==> src/verilog/ppp_defines.svh <==
// constants for the prom programming port, both ends
// assumes inclusion by bare name from design files
`ifndef PPP_DEFINES_SVH
`define PPP_DEFINES_SVH
`define PPP_ADDR_W        15
`define PPP_DATA_W        8
`define PPP_PROG_LO       15'h4000
`define PPP_PROG_HI       15'h7FFF
`define PPP_FILL_HI       15'h3FFF
`define PPP_FILL_BYTE     8'hFF
`define PPP_ERASED_BYTE   8'hFF
`define PPP_WR_TIME_NS    100
`define PPP_CLK_NS        10
`define PPP_WR_CYC        ((`PPP_WR_TIME_NS + `PPP_CLK_NS - 1) / `PPP_CLK_NS)
`define PPP_RD_CYC        2
`endif

==> src/verilog/ppp_pkg.sv <==
// types shared by both ends of the prom programming port
// assumes nothing beyond a systemverilog compiler
package ppp_pkg;
    typedef enum logic [4:0] {
        PPP_IDLE   = 5'b00001,
        PPP_SETUP  = 5'b00010,
        PPP_STROBE = 5'b00100,
        PPP_VERIFY = 5'b01000,
        PPP_DONE   = 5'b10000
    } ppp_host_st_e;
endpackage

==> src/verilog/ppp_if.sv <==
// pin-level link between the memory device and its programmer
// the bench resolves the data bus from the two enables
`timescale 1ns/1ps
interface ppp_if;
    logic       reset_n;
    logic [6:0] port_one_upper_seven_bits;
    logic       port_one_bit_zero;
    logic [3:0] input_port_two_low_nibble;
    logic [3:0] input_port_two_high_nibble;
    logic       port_three_bit_zero;
    logic       port_three_bit_one;
    logic       port_three_bit_two;
    logic       port_three_bit_three;
    logic       port_four_bit_zero;
    logic       port_four_bit_one;
    logic       port_four_bit_two;
    logic       port_four_bit_three;
    logic [3:0] open_drain_port_five;
    logic       chip_sel_n;
    logic [7:0] dev_data_o;
    logic [7:0] dev_data_oe_n;
    logic [7:0] host_data_o;
    logic [7:0] host_data_oe_n;
    logic [7:0] data_bus;
    modport dev (
        input  reset_n, port_one_upper_seven_bits, port_one_bit_zero,
        input  input_port_two_low_nibble, input_port_two_high_nibble,
        input  port_three_bit_zero, port_three_bit_one, port_three_bit_two,
        input  port_three_bit_three, port_four_bit_zero, port_four_bit_one,
        input  port_four_bit_two, port_four_bit_three, open_drain_port_five,
        input  chip_sel_n, data_bus,
        output dev_data_o, dev_data_oe_n
    );
    modport host (
        output reset_n, port_one_upper_seven_bits, port_one_bit_zero,
        output input_port_two_low_nibble, input_port_two_high_nibble,
        output port_three_bit_zero, port_three_bit_one, port_three_bit_two,
        output port_three_bit_three, port_four_bit_zero, port_four_bit_one,
        output port_four_bit_two, port_four_bit_three, open_drain_port_five,
        output chip_sel_n, host_data_o, host_data_oe_n,
        input  data_bus
    );
endinterface

==> src/verilog/ppp_host.sv <==
// programmer end: writes one byte and verifies it by readback
// assumes a user pulse i_start with address and data held stable
`timescale 1ns/1ps
`include "ppp_defines.svh"
module ppp_host
    import ppp_pkg::*;
(
    input  wire logic                   i_sys_clk,
    input  wire logic                   i_rst,
    input  wire logic                   i_start,
    input  wire logic [`PPP_ADDR_W-1:0] i_addr,
    input  wire logic [`PPP_DATA_W-1:0] i_data,
    ppp_if.host                         pins,
    output logic                        o_busy,
    output logic                        o_done,
    output logic                        o_ok,
    output logic                        o_range_err
);
    ppp_host_st_e           st_reg;
    logic [`PPP_ADDR_W-1:0] addr_reg;
    logic [`PPP_DATA_W-1:0] data_reg;
    logic [7:0]             cnt_reg;
    logic                   ok_reg;
    logic                   err_reg;
    logic                   in_range;

    // low half only takes the erased fill value
    assign in_range = (i_addr >= `PPP_PROG_LO) ||
                      (i_addr <= `PPP_FILL_HI && i_data == `PPP_FILL_BYTE);

    always_ff @(posedge i_sys_clk or posedge i_rst) begin
        if (i_rst) begin
            st_reg   <= PPP_IDLE;
            addr_reg <= '0;
            data_reg <= '0;
            cnt_reg  <= 8'h00;
            ok_reg   <= 1'b0;
            err_reg  <= 1'b0;
        end else begin
            unique case (st_reg)
                PPP_IDLE: begin
                    if (i_start) begin
                        err_reg <= !in_range;
                        if (in_range) begin
                            addr_reg <= i_addr;
                            data_reg <= i_data;
                            st_reg   <= PPP_SETUP;
                        end
                    end
                end
                PPP_SETUP: begin
                    st_reg  <= PPP_STROBE;
                    cnt_reg <= 8'(`PPP_WR_CYC + 1);
                end
                PPP_STROBE: begin
                    if (cnt_reg == 8'h00) begin
                        st_reg  <= PPP_VERIFY;
                        cnt_reg <= 8'(`PPP_RD_CYC);
                    end else begin
                        cnt_reg <= cnt_reg - 8'h01;
                    end
                end
                PPP_VERIFY: begin
                    if (cnt_reg == 8'h00) begin
                        ok_reg <= (pins.data_bus == data_reg);
                        st_reg <= PPP_DONE;
                    end else begin
                        cnt_reg <= cnt_reg - 8'h01;
                    end
                end
                PPP_DONE: begin
                    st_reg <= PPP_IDLE;
                end
            endcase
        end
    end

    // the device stays out of programming mode while the programmer itself is in reset
    assign pins.reset_n = i_rst;
    assign pins.input_port_two_low_nibble = addr_reg[3:0];
    assign pins.port_one_upper_seven_bits = addr_reg[10:4];
    assign pins.port_three_bit_zero = addr_reg[11];
    assign pins.port_three_bit_one  = addr_reg[12];
    assign pins.port_four_bit_zero  = addr_reg[13];
    assign pins.port_four_bit_one   = addr_reg[14];
    // unused pins are modelled as held low; the bench treats them as open
    assign pins.port_one_bit_zero          = 1'b0;
    assign pins.input_port_two_high_nibble = 4'h0;
    assign pins.port_four_bit_two          = 1'b0;
    assign pins.port_four_bit_three        = 1'b0;
    assign pins.open_drain_port_five       = 4'h0;
    // done doubles as one plain read-out cycle, so the normal read path is used too
    assign pins.port_three_bit_three = !(st_reg == PPP_IDLE || st_reg == PPP_DONE);
    assign pins.port_three_bit_two   = !(st_reg == PPP_VERIFY || st_reg == PPP_DONE);
    assign pins.chip_sel_n  = !((st_reg == PPP_STROBE && cnt_reg != 8'h00) ||
                                st_reg == PPP_DONE);
    assign pins.host_data_o = data_reg;
    assign pins.host_data_oe_n = {`PPP_DATA_W{!(st_reg == PPP_SETUP ||
                                                st_reg == PPP_STROBE)}};
    assign o_busy      = (st_reg != PPP_IDLE);
    assign o_done      = (st_reg == PPP_DONE);
    assign o_ok        = ok_reg;
    assign o_range_err = err_reg;
endmodule

==> src/flat_wrapper.sv <==
// flat-port wrapper written by rule: the top's interface ports become plain ports
module ppp_host_flat import ppp_pkg::*;
  (i_sys_clk, i_rst, i_start, i_addr, i_data, o_busy, o_done, o_ok, o_range_err, pins_reset_n, pins_port_one_upper_seven_bits, pins_port_one_bit_zero, pins_input_port_two_low_nibble, pins_input_port_two_high_nibble, pins_port_three_bit_zero, pins_port_three_bit_one, pins_port_three_bit_two, pins_port_three_bit_three, pins_port_four_bit_zero, pins_port_four_bit_one, pins_port_four_bit_two, pins_port_four_bit_three, pins_open_drain_port_five, pins_chip_sel_n, pins_host_data_o, pins_host_data_oe_n, pins_data_bus);
  ppp_if pins_i ();
  input  wire logic i_sys_clk;
  input  wire logic i_rst;
  input  wire logic i_start;
  input  wire logic [`PPP_ADDR_W-1:0] i_addr;
  input  wire logic [`PPP_DATA_W-1:0] i_data;
  output logic o_busy;
  output logic o_done;
  output logic o_ok;
  output logic o_range_err;
  output wire logic [$bits(pins_i.reset_n)-1:0] pins_reset_n;
  output wire logic [$bits(pins_i.port_one_upper_seven_bits)-1:0] pins_port_one_upper_seven_bits;
  output wire logic [$bits(pins_i.port_one_bit_zero)-1:0] pins_port_one_bit_zero;
  output wire logic [$bits(pins_i.input_port_two_low_nibble)-1:0] pins_input_port_two_low_nibble;
  output wire logic [$bits(pins_i.input_port_two_high_nibble)-1:0] pins_input_port_two_high_nibble;
  output wire logic [$bits(pins_i.port_three_bit_zero)-1:0] pins_port_three_bit_zero;
  output wire logic [$bits(pins_i.port_three_bit_one)-1:0] pins_port_three_bit_one;
  output wire logic [$bits(pins_i.port_three_bit_two)-1:0] pins_port_three_bit_two;
  output wire logic [$bits(pins_i.port_three_bit_three)-1:0] pins_port_three_bit_three;
  output wire logic [$bits(pins_i.port_four_bit_zero)-1:0] pins_port_four_bit_zero;
  output wire logic [$bits(pins_i.port_four_bit_one)-1:0] pins_port_four_bit_one;
  output wire logic [$bits(pins_i.port_four_bit_two)-1:0] pins_port_four_bit_two;
  output wire logic [$bits(pins_i.port_four_bit_three)-1:0] pins_port_four_bit_three;
  output wire logic [$bits(pins_i.open_drain_port_five)-1:0] pins_open_drain_port_five;
  output wire logic [$bits(pins_i.chip_sel_n)-1:0] pins_chip_sel_n;
  output wire logic [$bits(pins_i.host_data_o)-1:0] pins_host_data_o;
  output wire logic [$bits(pins_i.host_data_oe_n)-1:0] pins_host_data_oe_n;
  input wire logic [$bits(pins_i.data_bus)-1:0] pins_data_bus;
  assign pins_reset_n = pins_i.reset_n;
  assign pins_port_one_upper_seven_bits = pins_i.port_one_upper_seven_bits;
  assign pins_port_one_bit_zero = pins_i.port_one_bit_zero;
  assign pins_input_port_two_low_nibble = pins_i.input_port_two_low_nibble;
  assign pins_input_port_two_high_nibble = pins_i.input_port_two_high_nibble;
  assign pins_port_three_bit_zero = pins_i.port_three_bit_zero;
  assign pins_port_three_bit_one = pins_i.port_three_bit_one;
  assign pins_port_three_bit_two = pins_i.port_three_bit_two;
  assign pins_port_three_bit_three = pins_i.port_three_bit_three;
  assign pins_port_four_bit_zero = pins_i.port_four_bit_zero;
  assign pins_port_four_bit_one = pins_i.port_four_bit_one;
  assign pins_port_four_bit_two = pins_i.port_four_bit_two;
  assign pins_port_four_bit_three = pins_i.port_four_bit_three;
  assign pins_open_drain_port_five = pins_i.open_drain_port_five;
  assign pins_chip_sel_n = pins_i.chip_sel_n;
  assign pins_host_data_o = pins_i.host_data_o;
  assign pins_host_data_oe_n = pins_i.host_data_oe_n;
  assign pins_i.data_bus = pins_data_bus;
  ppp_host u_core (.i_sys_clk(i_sys_clk), .i_rst(i_rst), .i_start(i_start), .i_addr(i_addr), .i_data(i_data), .pins(pins_i), .o_busy(o_busy), .o_done(o_done), .o_ok(o_ok), .o_range_err(o_range_err));
endmodule
==> config.mk <==
export PLATFORM = sky130hd
export DESIGN_NAME = ppp_host_flat
export DESIGN_NICKNAME = d
export VERILOG_FILES = /design/src/verilog/ppp_pkg.sv /design/src/verilog/ppp_if.sv /design/src/verilog/ppp_host.sv /design/src/flat_wrapper.sv
export VERILOG_INCLUDE_DIRS = /design/src /design/src/verilog
export SDC_FILE = /design/constraint.sdc
export NUM_CORES = 1
export LEC_CHECK = 0
export BUFFER_PORTS_ARGS = -buffer_cell sky130_fd_sc_hd__buf_4
export CAP_MARGIN = 10
export CORE_UTILIZATION = 44
export DETAILED_ROUTE_END_ITERATION = 10
export PLACE_DENSITY = 0.88
export SETUP_SLACK_MARGIN = 0.4
export SYNTH_ARGS = -nofsm -noshare
export SYNTH_HDL_FRONTEND = slang
export SYNTH_SLANG_ARGS = --single-unit
==> constraint.sdc <==
create_clock -name i_sys_clk -period 1.6 [get_ports i_sys_clk]
set_input_delay 0.08 -clock i_sys_clk [delete_from_list [all_inputs] [get_ports i_sys_clk]]
set_output_delay 0.08 -clock i_sys_clk [all_outputs]
set_load 0.005 [all_outputs]
-- After elaboration in Yosys (flattened, before gate mapping)
Cells that the tools add are included.
- output and inout bits: 50
- input port bits: 34
- logic and storage cells: 50
- bits in latches: 0
- memory bits (writable): 0
- register bits after elaboration: 38
- bits in read-only memories: 0
- memories: 0
- multipliers: 0
- equal/unequal tests: 13
- muxes and demuxes: 8
- bitwise logic cells: 0
- divide/modulo/power cells: 0
- reduce and logical (&&, ||, !) cells: 20
- order comparisons: 2
- add/subtract/negate cells: 1
- shift-type cells: 0
- operators by type and width (cell ; number):
    $pmux W5 S5 ; 1
    $pmux W8 S3 ; 1
    $mux W5 ; 4
    $mux W8 ; 2
    $ge A15 B15 Y1 const B ; 1
    $le A15 B14 Y1 const B ; 1
    $eq A8 B8 Y1 ; 1
    $eq A8 B8 Y1 const B ; 1
    $logic_not A8 Y1 ; 1
    $reduce_bool A8 Y1 ; 1
    $sub A8 B1 Y8 const B ; 1
    $ne A2 B1 Y1 const B ; 3
    $reduce_and A2 Y1 ; 3
    $eq A5 B1 Y1 const B ; 1
    $eq A5 B2 Y1 const B ; 1
    $eq A5 B3 Y1 const B ; 1
    $eq A5 B4 Y1 const B ; 1
    $eq A5 B5 Y1 const B ; 1
    $logic_not A1 Y1 ; 5
    $logic_or A1 B1 Y1 ; 5
    $ne A5 B1 Y1 const B ; 1
    $ne A2 B2 Y1 const B ; 2
    $reduce_and A4 Y1 ; 1
    $reduce_and A3 Y1 ; 1
    2 further kinds ; 3

-- Logic depth before layout (Yosys ltp)
Gate-level depths: netlist (run 1).
- word-level depth: 6
- gate-level depth with buffers: 7

-- Worst setup path after synthesis (run 1)
OpenSTA, ideal clock, no wires.
- path type: flip-flop to flip-flop
- start point: register u_core.st_reg[2]
- end point: register u_core.addr_reg[10]
- library setup time: 125 ps
- cell stages (with the launch flop): 8
- arrival: 1594 ps
- setup slack: -118 ps
- clock period less this slack: 1718 ps
- cells stage by stage: dfrtp_1 > buf_2 > nor2_2 > and3_4 > and3_1 > buf_4 > buf_6 > mux2_2
- cells in the longest elaborated chain, start to end: 2
- RTL lines (element ; RTL line ; RTL):
    start, declared ; ppp_host.sv:19 ; ppp_host_st_e st_reg;
    start signal, assigned ; ppp_host.sv:33 ; st_reg <= PPP_IDLE;
    start signal, assigned ; ppp_host.sv:47 ; st_reg <= PPP_SETUP;
    start signal, assigned ; ppp_host.sv:52 ; st_reg <= PPP_STROBE;
    $eq A5 B1 Y1 ; ppp_host.sv:40 ; unique case (st_reg)
    $reduce_and A3 Y1 (no line) ; n/a ;
    end signal, assigned ; ppp_host.sv:45 ; addr_reg <= i_addr;
    end, declared ; ppp_host.sv:20 ; logic [`PPP_ADDR_W-1:0] addr_reg;
Every way passes these cells.
A chain may end at the register's enable or synchronous reset.

-- Worst setup path in the final report (run 1)
- start point: register u_core.cnt_reg[5]
- end point: register u_core.cnt_reg[0]
- cells in the longest elaborated chain, start to end: 3
- RTL lines (element ; RTL line ; RTL):
    start, declared ; ppp_host.sv:22 ; logic [7:0] cnt_reg;
    start signal, assigned ; ppp_host.sv:53 ; cnt_reg <= 8'(`PPP_WR_CYC + 1);
    start signal, assigned ; ppp_host.sv:58 ; cnt_reg <= 8'(`PPP_RD_CYC);
    start signal, assigned ; ppp_host.sv:60 ; cnt_reg <= cnt_reg - 8'h01;
    $logic_not A8 Y1 (*) ; ppp_host.sv:56, ppp_host.sv:64 ;
    $mux W8 / $ne A2 B2 Y1 (equally long branches) ; n/a ;
    $pmux W8 S3 / $reduce_and A2 Y1 (equally long branches) ; n/a ;
Every way passes the cells marked *; elsewhere a longest branch is shown, timed or not.

==> out/qor.txt, run 1 <==
Outcome = finished with violations
Failing checks = DRC, setup timing
Async S/R FF share, synth = 1.00
Data arrival time of the worst path = 2.06 ns
H-tree depth = 2
Via Count = 2,081
WL per Instance = 22.2 um
Total track usage = 0.297
Measured slew at the worst slew-check pin = 0.650 ns
First-pass GRT wire length = 11,000 um
Pwr dens = 1230 mW/mm^2
Final WS setup = -0.270 ns
Crit path launch type = flop
Worst-path cell chain = buf_4, or4_4, o211ai_4, buf_6, nand3_2, o41ai_2
Max stage delay on crit path = 0.56 ns
Share of total power in combinational logic = 0.570
Area of the multi-input gates = 0.00126 mm^2
Worst Skew = 0.00458 ns
DRT iter0 DRCs = 173
Initial antenna violation count = 0
Ys flop type = dfrtp_1
Initial core utilization = 0.468
Clk Latency, worst-skew pair = 0.30 ns
CTS Buf Count = 5
GP Congestion = 0.873
Worst vdd ir = 0.795 mV
Sequential area share after synthesis = 0.457
Drt drc = 8
Sw power = 1660 uW
Layout area overhead = 75.2%
Clk buf depth = 2
Min cycle time layout = 1.87 ns
Syn Area/Cell = 11.2 um^2
Post-Syn Instances = 186
Non-filler instance count after layout = 370
Worst setup EP type = flop
Dpl cell area = 0.00293 mm^2
Die area = 0.00501 mm^2
Worst Path Required = 1.79 ns
CTS Sinks = 38
Fin. Hold Viols = 0
Largest register FFs = 15
RSZ-0062 raised after global routing = yes
Die extent in y = 70.8 um
Int Pwr = 2820 uW
FF-to-FF setup slack = -0.27 ns
YS warnings = 0
Register Area = 957 um^2
Slowest-stage cell, CP = or4_4
Net Sw Frac = 0.371
Fin nets = 353
Largest net degree at the start of global routing = 17
Leakage = 0.00176 uW
Reg clk slew, reported paths = 0.07 ns
Yosys top cell by area = dfrtp_1
Synthesized flop and latch total = 38
Max-cap violation count = 0
Final setup violation count = 44
Share of cells above drive strength 1 = 0.657
Synth unique cells = 45
Fillers = 223
Post-route cell area = 0.00365 mm^2
Max_slew headroom = 0.566
Fmax achieved = 535 MHz
Dominant cells by area after synthesis = dfrtp_1 44%, mux2_2 12%, buf_4 7.2%, xnor2_1 3.4%, mux2i_1 2.4%
Crit path kind = reg -> reg
Fin Hold WS = 0.00523 ns
Placed insts = 327
Antenna diode count = 0
Vias in the first global route = 2,173
Final wirelength = 8210 um
Rows = 24
Root Buffer Master = clkbuf_8
Most common library cells after synthesis = 37 x dfrtp_1, 22 x mux2_2, 20 x buf_4
Number of vias per cell = 5.62
Remaining antenna violation count = 0
Hold Crit Class = in -> reg
Clock power share = 0.159
Final HPWL DP = 4060 um
CTS tree = done
Area share of the largest cell type after synthesis = 0.445
Pwr Total = 4480 uW
Total gr overflow = 0
Synthesized cell area = 0.00208 mm^2
I/O pin cnt = 84
CP max FO = 7
Post-synth EDFFs = 0
1st-pass router iterations = 7
Die X-Extent = 70.8 um
Core area = 0.00444 mm^2
Final Cycle Share = 1.17
Max Slew Vio Count = 0
Register share of total power = 0.271
Count leader, synth = dfrtp_1
Port-buffer cells = 72
Pre-CTS setup slack = -0.0790 ns
-- cells by family after synthesis --
family	after synthesis	synth area share
AO/OA/AOI/OAI	21	0.0775
XOR/XNOR	11	0.0463
adder cells (fa/ha/maj)	2	0.0120
buffers and inverters	30	0.0986
flip-flops	38	0.457
multiplexers	29	0.154
other	1	0.00180
AND/OR/NAND/NOR	54	0.153
-- power groups by stage --
stage	sequential, uW	clock, uW	combinational, uW
after floorplan	1180	0	1090
after global placement	1200	0	1620
after detailed placement	1210	0	1660
after CTS	1190	691	2280
after global routing	1230	770	2680
final	1210	714	2550
-- layout by cell type (no fill, tap or decap), types with 2 or more instances in the layout --
cell type / n
mux2i_1: 5
a31oi_1: 2
buf_8: 3
nand2_2: 2
nand2_1: 6
nor2_4: 4
buf_12: 4
nor2b_1: 2
xnor2_1: 8
dfrtp_1: 33
buf_6: 31
dfrtp_2: 4
nand3_2: 3
buf_4: 97
dlygate4sd3_1: 2
clkbuf_8: 6
nor2_2: 2
nor3_1: 2
xor2_1: 2
conb_1: 11
nor2_1: 3
a21oi_2: 3
a21oi_4: 3
nand3_1: 7
inv_1: 4
nand3b_1: 5
and3_4: 3
mux2_4: 23
nand4_1: 5
-- routing by layer --
| layer | up-vias | global-route usage | part of all wire |
|---|---|---|---|
| li1 | 888 | - | - |
| met2 | 112 | 0.549 | 0.53 |
| met3 | 34 | 0.0541 | 0.056 |
| met5 | - | 0 | 0 |
| met1 | 1047 | 0.323 | 0.37 |
| met4 | 0 | 0.156 | 0.049 |
-- worst max-delay path: cells and delay by family, from the launching register on --
kind	cells	cell delay (ns)
buf+inv	2	0.30
simple gates	2	0.63
flops	1	0.39
compound gates	2	0.44
-- final cells by class --
type / count / area share
repair buffers: 138 / 0.343
inverters: 6 / 0.00686
well taps: 52 / 0.0178
clock buffers: 7 / 0.0237
multi-input cells: 128 / 0.345
clock inverters: 1 / 0.00137
flip-flops and latches: 38 / 0.262
-- through the flow --
step / setup TNS [ns] / util
after floorplan: -0.624 / -
after global routing: -5.74 / 0.821
final: -4.83 / 0.821
after global placement: -0.0977 / 0.658
after CTS: -1.24 / 0.775
after detailed placement: -0.376 / 0.658
-- worst paths after layout --
| path | start | end | depth (start not counted) |
|---|---|---|---|
| min in group asynchronous | i_rst | u_core.st_reg[4]$_DFFE_PP0P_ | 3 |
| setup reg to reg | u_core.cnt_reg[5]$_DFFE_PP0P_ | u_core.cnt_reg[0]$_DFFE_PP0P_ | 6 |
| hold / removal | i_addr[4] | u_core.addr_reg[4]$_DFFE_PP0P_ | 2 |
| hold reg to reg | u_core.addr_reg[4]$_DFFE_PP0P_ | u_core.addr_reg[4]$_DFFE_PP0P_ | 1 |
| max in group asynchronous | i_rst | u_core.o_range_err$_DFFE_PP0P_ | 4 |
| setup / recovery | u_core.cnt_reg[5]$_DFFE_PP0P_ | u_core.cnt_reg[0]$_DFFE_PP0P_ | 6 |
-- timing repair --
item | in CTS | in global routing
setup buffers | 19 | 13
pin swaps | 15 | 16
gates resized for setup | 56 | 21
hold endpoints to repair | 12 | 1
hold buffers | 1 | 1
endpoints found under the setup margin | 51 | 51
cloned | 1 | 0
No activity file was read; power rests on OpenSTA's default activity.
==> inputs of run 2 (changes only) <==
- ABC_AREA: default -> 1
- PLACE_DENSITY: 0.88 -> 0.87
==> run 2 against run 1 <==
Against the previous run:
- the run now ends clean
- routed wire length decreased by 19%
- non-clock buffer count shrank 21
- core utilization shrank 7.5 points
- clock power up 14%
- maximum frequency grew 20%
- area after synthesis grew 4.0%
- die area increased by 3.9%
- register-to-register slack improved by 0.31 ns
- highest routed layer unchanged
- hold slack improved by 0.0065 ns
- design area down 3.4%
- largest power group unchanged
- worst setup slack better by 0.31 ns
==> out/qor.txt, run 2 <==
Mux contribution to synthesized area = 0 (-0.154)
Area share of the largest cell type after synthesis = 0.427 (-0.0172)
Fin Hold WS = 0.0117 ns (+0.00649 ns)
Outcome = completed
Pre-CTS setup slack = 0.106 ns (+0.185 ns)
Clk Latency, worst-skew pair = 0.29 ns (about the same)
Worst path buffer plus inverter count = 3 (+1)
Final wirelength = 6640 um (-19%)
Compound-gate portion of the synthesized area = 0.0404 (-0.0371)
GR Util met2 = 0.470 (-0.0787)
Max_slew headroom = 0.412 (-0.155)
CP delay by family, top = flip-flops
Sequential area share after synthesis = 0.440 (-0.0177)
Yosys top cell by area = dfrtp_1
GP Congestion = 0.815 (-6.6%)
Worst vdd ir = 0.656 mV (-18%)
Drt drc = 0 (-8)
Die X-Extent = 72.2 um (+1.9%)
Async S/R FF share, synth = 1.00 (unchanged)
Xor/xnor cell area share of the yosys netlist = 0.0404 (-0.00583)
Post-Syn Instances = 274 (+47%)
Min cycle time layout = 1.56 ns (-0.313 ns)
Count leader, synth = nand2_1
Port-buffer cells = 72 (unchanged)
Largest register FFs = 15 (unchanged)
Total track usage = 0.260 (-0.0376)
Max-cap violation count = 0 (unchanged)
Vias in the first global route = 2,240 (+3.1%)
YS warnings = 0 (unchanged)
Worst Skew = 0.00378 ns (-0.000801 ns)
Initial core utilization = 0.459 (-0.00993)
Worst-path cell chain = buf_6, nor3_4, nand2_8, buf_6, nand2_4, o21ai_1, o21ai_1, inv_1
Largest family of logic cells by synthesized area = simple AND/OR/NAND/NOR gates
First-pass GRT wire length = 10,300 um (-6.1%)
Sum Neg Setup Slack = 0 ns (+4.83 ns)
Slowest-stage cell, CP = dfrtp_1
Root Buffer Master = clkbuf_8
Fin. Hold Viols = 0 (unchanged)
Pwr dens = 1150 mW/mm^2 (-6.1%)
Share of cells above drive strength 1 = 0.480 (-0.178)
Most frequent cells in the layout = 85 x nand2_1, 78 x buf_4, 36 x dfrtp_1
Post-Synth Simple-Gate Area = 0.320 (+0.167)
Leakage = 0.00182 uW (+3.1%)
Dpl cell area = 0.00268 mm^2 (-8.5%)
CTS Sinks = 38 (unchanged)
Met3 Use GR = 0.0653 (+0.0111)
Worst setup EP type = flop
CTS Buf Count = 5 (unchanged)
M1 GR Usage = 0.286 (-0.0374)
1st-pass router iterations = 4 (-3)
Clk buf depth = 2 (unchanged)
Antenna diode count = 0 (unchanged)
Fillers = 314 (+41%)
Final setup violation count = 0 (-100%)
Dominant cells by area after synthesis = dfrtp_1 43%, nand2_1 19%, buf_4 6.9%, inv_1 4.2%, nand3_1 2.1%
Measured slew at the worst slew-check pin = 0.883 ns (+0.233 ns)
Crit path launch type = flop
Fin nets = 427 (+21%)
Layout area overhead = 62.7%
Data arrival time of the worst path = 1.74 ns (-0.32 ns)
Gr busiest metal = met2
Pwr Total = 4060 uW (-9.3%)
Final Cycle Share = 0.973 (-0.196)
Via Count = 2,237 (+7.5%)
Synthesized flop and latch total = 38 (unchanged)
Syn Area/Cell = 7.90 um^2 (-29%)
Synthesized cell area = 0.00217 mm^2 (+4.0%)
Post-route cell area = 0.00352 mm^2 (-3.4%)
Reg clk slew, reported paths = 0.08 ns (about the same)
Most common library cell in the layout ignoring fill and taps = nand2_1
H-tree depth = 2 (unchanged)
CTS tree = done
Die extent in y = 72.2 um (+1.9%)
Hold Crit Class = in -> reg
Max Slew Vio Count = 0 (unchanged)
Remaining antenna violation count = 0 (unchanged)
Number of vias per cell = 4.87 (-13%)
Worst Path Required = 1.78 ns (about the same)
CP max FO = 4 (-3)
Crit path kind = reg -> reg
Synth Area in Adders = 0.0116 (-0.000465)
Core area = 0.00472 mm^2 (+6.3%)
Die area = 0.00521 mm^2 (+3.9%)
RSZ-0062 raised after global routing = yes
Max stage delay on crit path = 0.42 ns (-0.14 ns)
Final HPWL DP = 3470 um (-14%)
Initial antenna violation count = 0 (unchanged)
Most common library cells after synthesis = 112 x nand2_1, 37 x dfrtp_1, 24 x inv_1
Post-synth EDFFs = 0 (unchanged)
Final WS setup = 0.0430 ns (+0.313 ns)
Rows = 25 (+4.2%)
Ys flop type = dfrtp_1
Largest net degree at the start of global routing = 39 (+22)
I/O pin cnt = 84 (unchanged)
Fmax achieved = 642 MHz (+20%)
Synth unique cells = 32 (-29%)
WL per Instance = 14.5 um (-35%)
DRT iter0 DRCs = 216 (+25%)
Total gr overflow = 0 (unchanged)
run 2: cell count changes after synthesis, sizes merged, moves of 3 or more:
| cell | before | now |
|---|---|---|
| a21oi | 7 | 3 |
| a31oi | 3 | 0 |
| and3 | 3 | 0 |
| inv | 6 | 30 |
| mux2 | 24 | 0 |
| mux2i | 5 | 0 |
| nand2 | 9 | 117 |
| nand3b | 5 | 1 |
| nor2 | 9 | 17 |
| o21ai | 1 | 10 |
| xnor2 | 8 | 5 |
run 2: cell type report:
cell class,count,area (um^2),share of cell area
clock buffer,5,68.8,0.0195
clock inverter,3,40.0,0.0114
inverter,30,145,0.0412
multi-input combinational,195,1190,0.337
sequential,38,953,0.271
tap,67,83.8,0.0238
timing repair buffer,117,1010,0.287
timing repair inverter,4,35.0,0.00994
run 2: worst paths after layout:
| path | startpoint | end | slack (ns) | cells after the start |
|---|---|---|---|---|
| max | u_core.st_reg[4]$_DFFE_PP0P_ | u_core.cnt_reg[3]$_DFFE_PP0P_ | 0.04 | 8 |
| min | i_data[3] | u_core.pins.host_data_o[3]$_DFFE_PP0P_ | 0.01 | 3 |
| max reg2reg | u_core.st_reg[4]$_DFFE_PP0P_ | u_core.cnt_reg[3]$_DFFE_PP0P_ | 0.04 | 8 |
| min reg2reg | u_core.addr_reg[7]$_DFFE_PP0P_ | u_core.addr_reg[7]$_DFFE_PP0P_ | 0.49 | 2 |
| max in group asynchronous | i_rst | u_core.st_reg[0]$_DFFE_PP1P_ | 0.74 | 4 |
| min in group asynchronous | i_rst | u_core.st_reg[2]$_DFFE_PP0P_ | 0.50 | 4 |
run 2: stage by stage:
| step | util | instances |
|---|---|---|
| after global routing | 0.746 | 459 |
| after detailed placement | 0.567 | 401 |
| after CTS | 0.715 | 452 |
| after global placement | 0.567 | 401 |
| final | 0.746 | 459 |
| after floorplan | - | 284 |
run 2: layer usage:
metal  part of all wire  vias up
li1                   -     1053
met1               0.36     1041
met2               0.54      117
met3              0.067       26
met4              0.034        0
met5                  0        -
run 2: worst register-to-register path, delay by kind of cell, from the launching register on:
family	cells	cell delay (ns)
compound gates	2	0.26
buf+inv	3	0.34
flops	1	0.42
simple gates	3	0.43
run 2: power breakdown:
part           total, uW  internal, uW  leakage, uW  switching (uW)
Combinational       2020          1000      0.00128            1020
Sequential          1230          1100     0.000478             129
Clock                816           459    0.0000579             356
Total               4060          2560      0.00182            1500
run 2: timing repair:
item                                   4_1_cts  5_1_grt
setup buffers                               18        7
hold buffers                                18        0
endpoints found under the hold margin       54        0
cloned                                       7        0
pin swaps                                   14       12
gates resized for setup                     69       28
setup endpoints to repair                   49       50
run 2: cells by family after synthesis:
logic type | after synthesis
buf+inv | 54
fa+ha+maj | 2
other cells | 1
xor+xnor | 10
compound gates | 15
flops | 38
simple gates | 154
==> inputs of run 3 (changes only) <==
- ABC_AREA: 1 -> default
- PLACE_DENSITY: 0.87 -> 0.88
- RECOVER_POWER: default -> 100
==> run 3 against run 2 <==
Against the previous run:
- the flow now finishes with violations (DRC, setup timing)
- register-to-register slack worse by 0.32 ns
- core utilization up 7.1 points
- design area grew 3.1%
- via count down 7.1%
- clock power shrank 12%
- first-iteration DRC count down 30%
- global-route usage rose by 3.8 points
- critical endpoint unchanged
- highest routed layer unchanged
==> out/qor.txt, run 3 (synthesis results as in run 1) <==
Outcome = finished with violations
Failing checks = DRC, setup timing
Initial core utilization = 0.468 (+0.00993)
Leakage = 0.00174 uW (-4.3%)
Core area = 0.00444 mm^2 (-5.9%)
Reg clk slew, reported paths = 0.08 ns (about the same)
CTS tree = done
Clk buf depth = 2 (unchanged)
Hold Path Depth = 2 (-1)
Gr busiest metal = met2
Final wirelength = 8260 um (+24%)
Final Cycle Share = 1.17 (+0.200)
Share of total power in combinational logic = 0.569 (+0.071)
R2R depth = 5 (-3)
Final setup violation count = 46 (+46)
CTS Sinks = 38 (unchanged)
Worst Path Required = 1.79 ns (about the same)
CP max FO = 7 (+3)
Port-buffer cells = 72 (unchanged)
Max Slew Vio Count = 0 (unchanged)
Root Buffer Master = clkbuf_8
Drt drc = 8 (+8)
Clock power share = 0.160 (-0.041)
Max_slew headroom = 0.574 (+0.163)
Worst Skew = 0.00604 ns (+0.00226 ns)
Max stage delay on crit path = 0.56 ns (+0.14 ns)
Total gr overflow = 0 (unchanged)
Hold Crit Class = in -> reg
Fin. Hold Viols = 0 (unchanged)
Met3 Use GR = 0.0541 (-0.0111)
Remaining antenna violation count = 0 (unchanged)
Data arrival time of the worst path = 2.07 ns (+0.33 ns)
RSZ-0062 raised after global routing = yes
Dpl cell area = 0.00293 mm^2 (+9.3%)
Min cycle time layout = 1.88 ns (+0.319 ns)
Largest net degree at the start of global routing = 17 (-56%)
Post-route cell area = 0.00363 mm^2 (+3.1%)
Die area = 0.00501 mm^2 (-3.8%)
Worst vdd ir = 0.795 mV (+21%)
Crit path launch type = flop
Initial antenna violation count = 0 (unchanged)
Pre-CTS setup slack = -0.0790 ns (-0.185 ns)
Fmax achieved = 533 MHz (-17%)
Int Pwr = 2810 uW (+9.7%)
Max-cap violation count = 0 (unchanged)
Vias in the first global route = 2,173 (-3.0%)
Measured slew at the worst slew-check pin = 0.638 ns (-0.244 ns)
Final WS setup = -0.276 ns (-0.319 ns)
Share of cells above drive strength 1 = 0.642 (+0.162)
Pwr dens = 1230 mW/mm^2 (+7.0%)
Most frequent cells in the layout = 67 x buf_4, 34 x dfrtp_1, 31 x buf_6
DRT iter0 DRCs = 151 (-30%)
Most common library cell in the layout ignoring fill and taps = buf_4
Number of vias per cell = 5.62 (+15%)
Worst-path cell chain = buf_4, or4_4, o211ai_4, nand3_2, o211ai_1
Clk Latency, worst-skew pair = 0.30 ns (about the same)
Via Count = 2,079 (-7.1%)
Rows = 24 (-4.0%)
Fin nets = 353 (-17%)
Crit path kind = reg -> reg
Die X-Extent = 70.8 um (-1.9%)
Largest register FFs = 15 (unchanged)
Sw power = 1670 uW (+11%)
GP Congestion = 0.873 (+7.1%)
WL per Instance = 22.3 um (+54%)
Net Sw Frac = 0.373 (+0.00352)
Slowest-stage cell, CP = or4_4
First-pass GRT wire length = 11,000 um (+6.5%)
GR Util met2 = 0.549 (+0.0787)
Layout area overhead = 74.4%
Antenna diode count = 0 (unchanged)
1st-pass router iterations = 7 (+3)
H-tree depth = 2 (unchanged)
CTS Buf Count = 5 (unchanged)
Final HPWL DP = 4060 um (+17%)
Die extent in y = 70.8 um (-1.9%)
I/O pin cnt = 84 (unchanged)
Register share of total power = 0.271 (-0.031)
Total track usage = 0.297 (+0.0376)
Worst setup EP type = flop
M1 GR Usage = 0.323 (+0.0374)
run 3: changes by cell type in the layout (fill, tap and decap cells not counted), moves of 5 or more:
cell           previous run  this run
buf_6                    20        31
buf_4                    78        67
o21ai_1                   5         0
clkbuf_4                  0        25
mux2i_1                   0         5
mux2_4                    0        23
inv_1                    14         4
nand2_2                  25         2
inv_2                     9         1
nand2_4                   5         0
dlygate4sd3_1            18         2
nand2_1                  85         6
run 3: worst paths after layout:
kind,end,from,slack [ns]
setup / recovery,u_core.cnt_reg[3]$_DFFE_PP0P_,u_core.cnt_reg[5]$_DFFE_PP0P_,-0.28
hold / removal,u_core.addr_reg[4]$_DFFE_PP0P_,i_addr[4],0.006
setup reg to reg,u_core.cnt_reg[3]$_DFFE_PP0P_,u_core.cnt_reg[5]$_DFFE_PP0P_,-0.28
hold reg to reg,u_core.addr_reg[4]$_DFFE_PP0P_,u_core.addr_reg[4]$_DFFE_PP0P_,0.52
max in group asynchronous,u_core.pins.host_data_o[4]$_DFFE_PP0P_,i_rst,0.32
min in group asynchronous,u_core.st_reg[4]$_DFFE_PP0P_,i_rst,0.43
run 3: routing by layer:
metal  part of all wire  wire length (um)  up-vias
met5                  0                 0        -
met4              0.050               413        0
met3              0.064               529       34
met2               0.52              4300      126
met1               0.36              3010     1033
li1                   -                 -      886
run 3: layout make-up:
type / instances / area [um^2]
multi-input cells: 128 / 1260
fillers: 228 / 813
clock inverters: 1 / 5.00
clock buffers: 7 / 86.3
inverters: 6 / 25.0
repair buffers: 138 / 1230
flip-flops and latches: 38 / 956
well taps: 52 / 65.1
run 3: critical path: cells and delay by family (launching register included):
kind / cells / cell delay (ns)
and+or+nand+nor: 2 / 0.69
AOI/OAI and AO/OA: 2 / 0.55
DFF: 1 / 0.39
buffers and inverters: 1 / 0.14
run 3: stage by stage:
| step | power, uW | utilization | setup TNS, ns | hold slack [ns] | std cells |
|---|---|---|---|---|---|
| 3_3_place_gp | 2820 | 0.658 | -0.0977 | 0.179 | 327 |
| 3_5_place_dp | 2870 | 0.658 | -0.376 | 0.179 | 327 |
| 4_1_cts | 4170 | 0.775 | -1.24 | 0.0107 | 356 |
| 6_report | 4480 | 0.817 | -6.35 | 0.00598 | 370 |
| 5_1_grt | 4660 | 0.817 | -7.17 | 0.000587 | 370 |
| 2_1_floorplan | 2270 | - | -0.624 | 0.218 | 196 |
run 3: power by group through the flow:
stage          Combinational, uW  Sequential, uW  Clock (uW)
3_3_place_gp                1620            1200           0
3_5_place_dp                1660            1210           0
2_1_floorplan               1090            1180           0
4_1_cts                     2280            1190         691
6_report                    2550            1220         718
5_1_grt                     2670            1220         770
run 3: timing repair:
action                     4_1_cts  5_1_grt
hold buffers                     1        1
setup endpoints to repair       51       51
gates cloned                     1        0
hold endpoints to repair        12        1
pin swaps                       15       16
setup buffers                   19       13
resized for setup               56       21
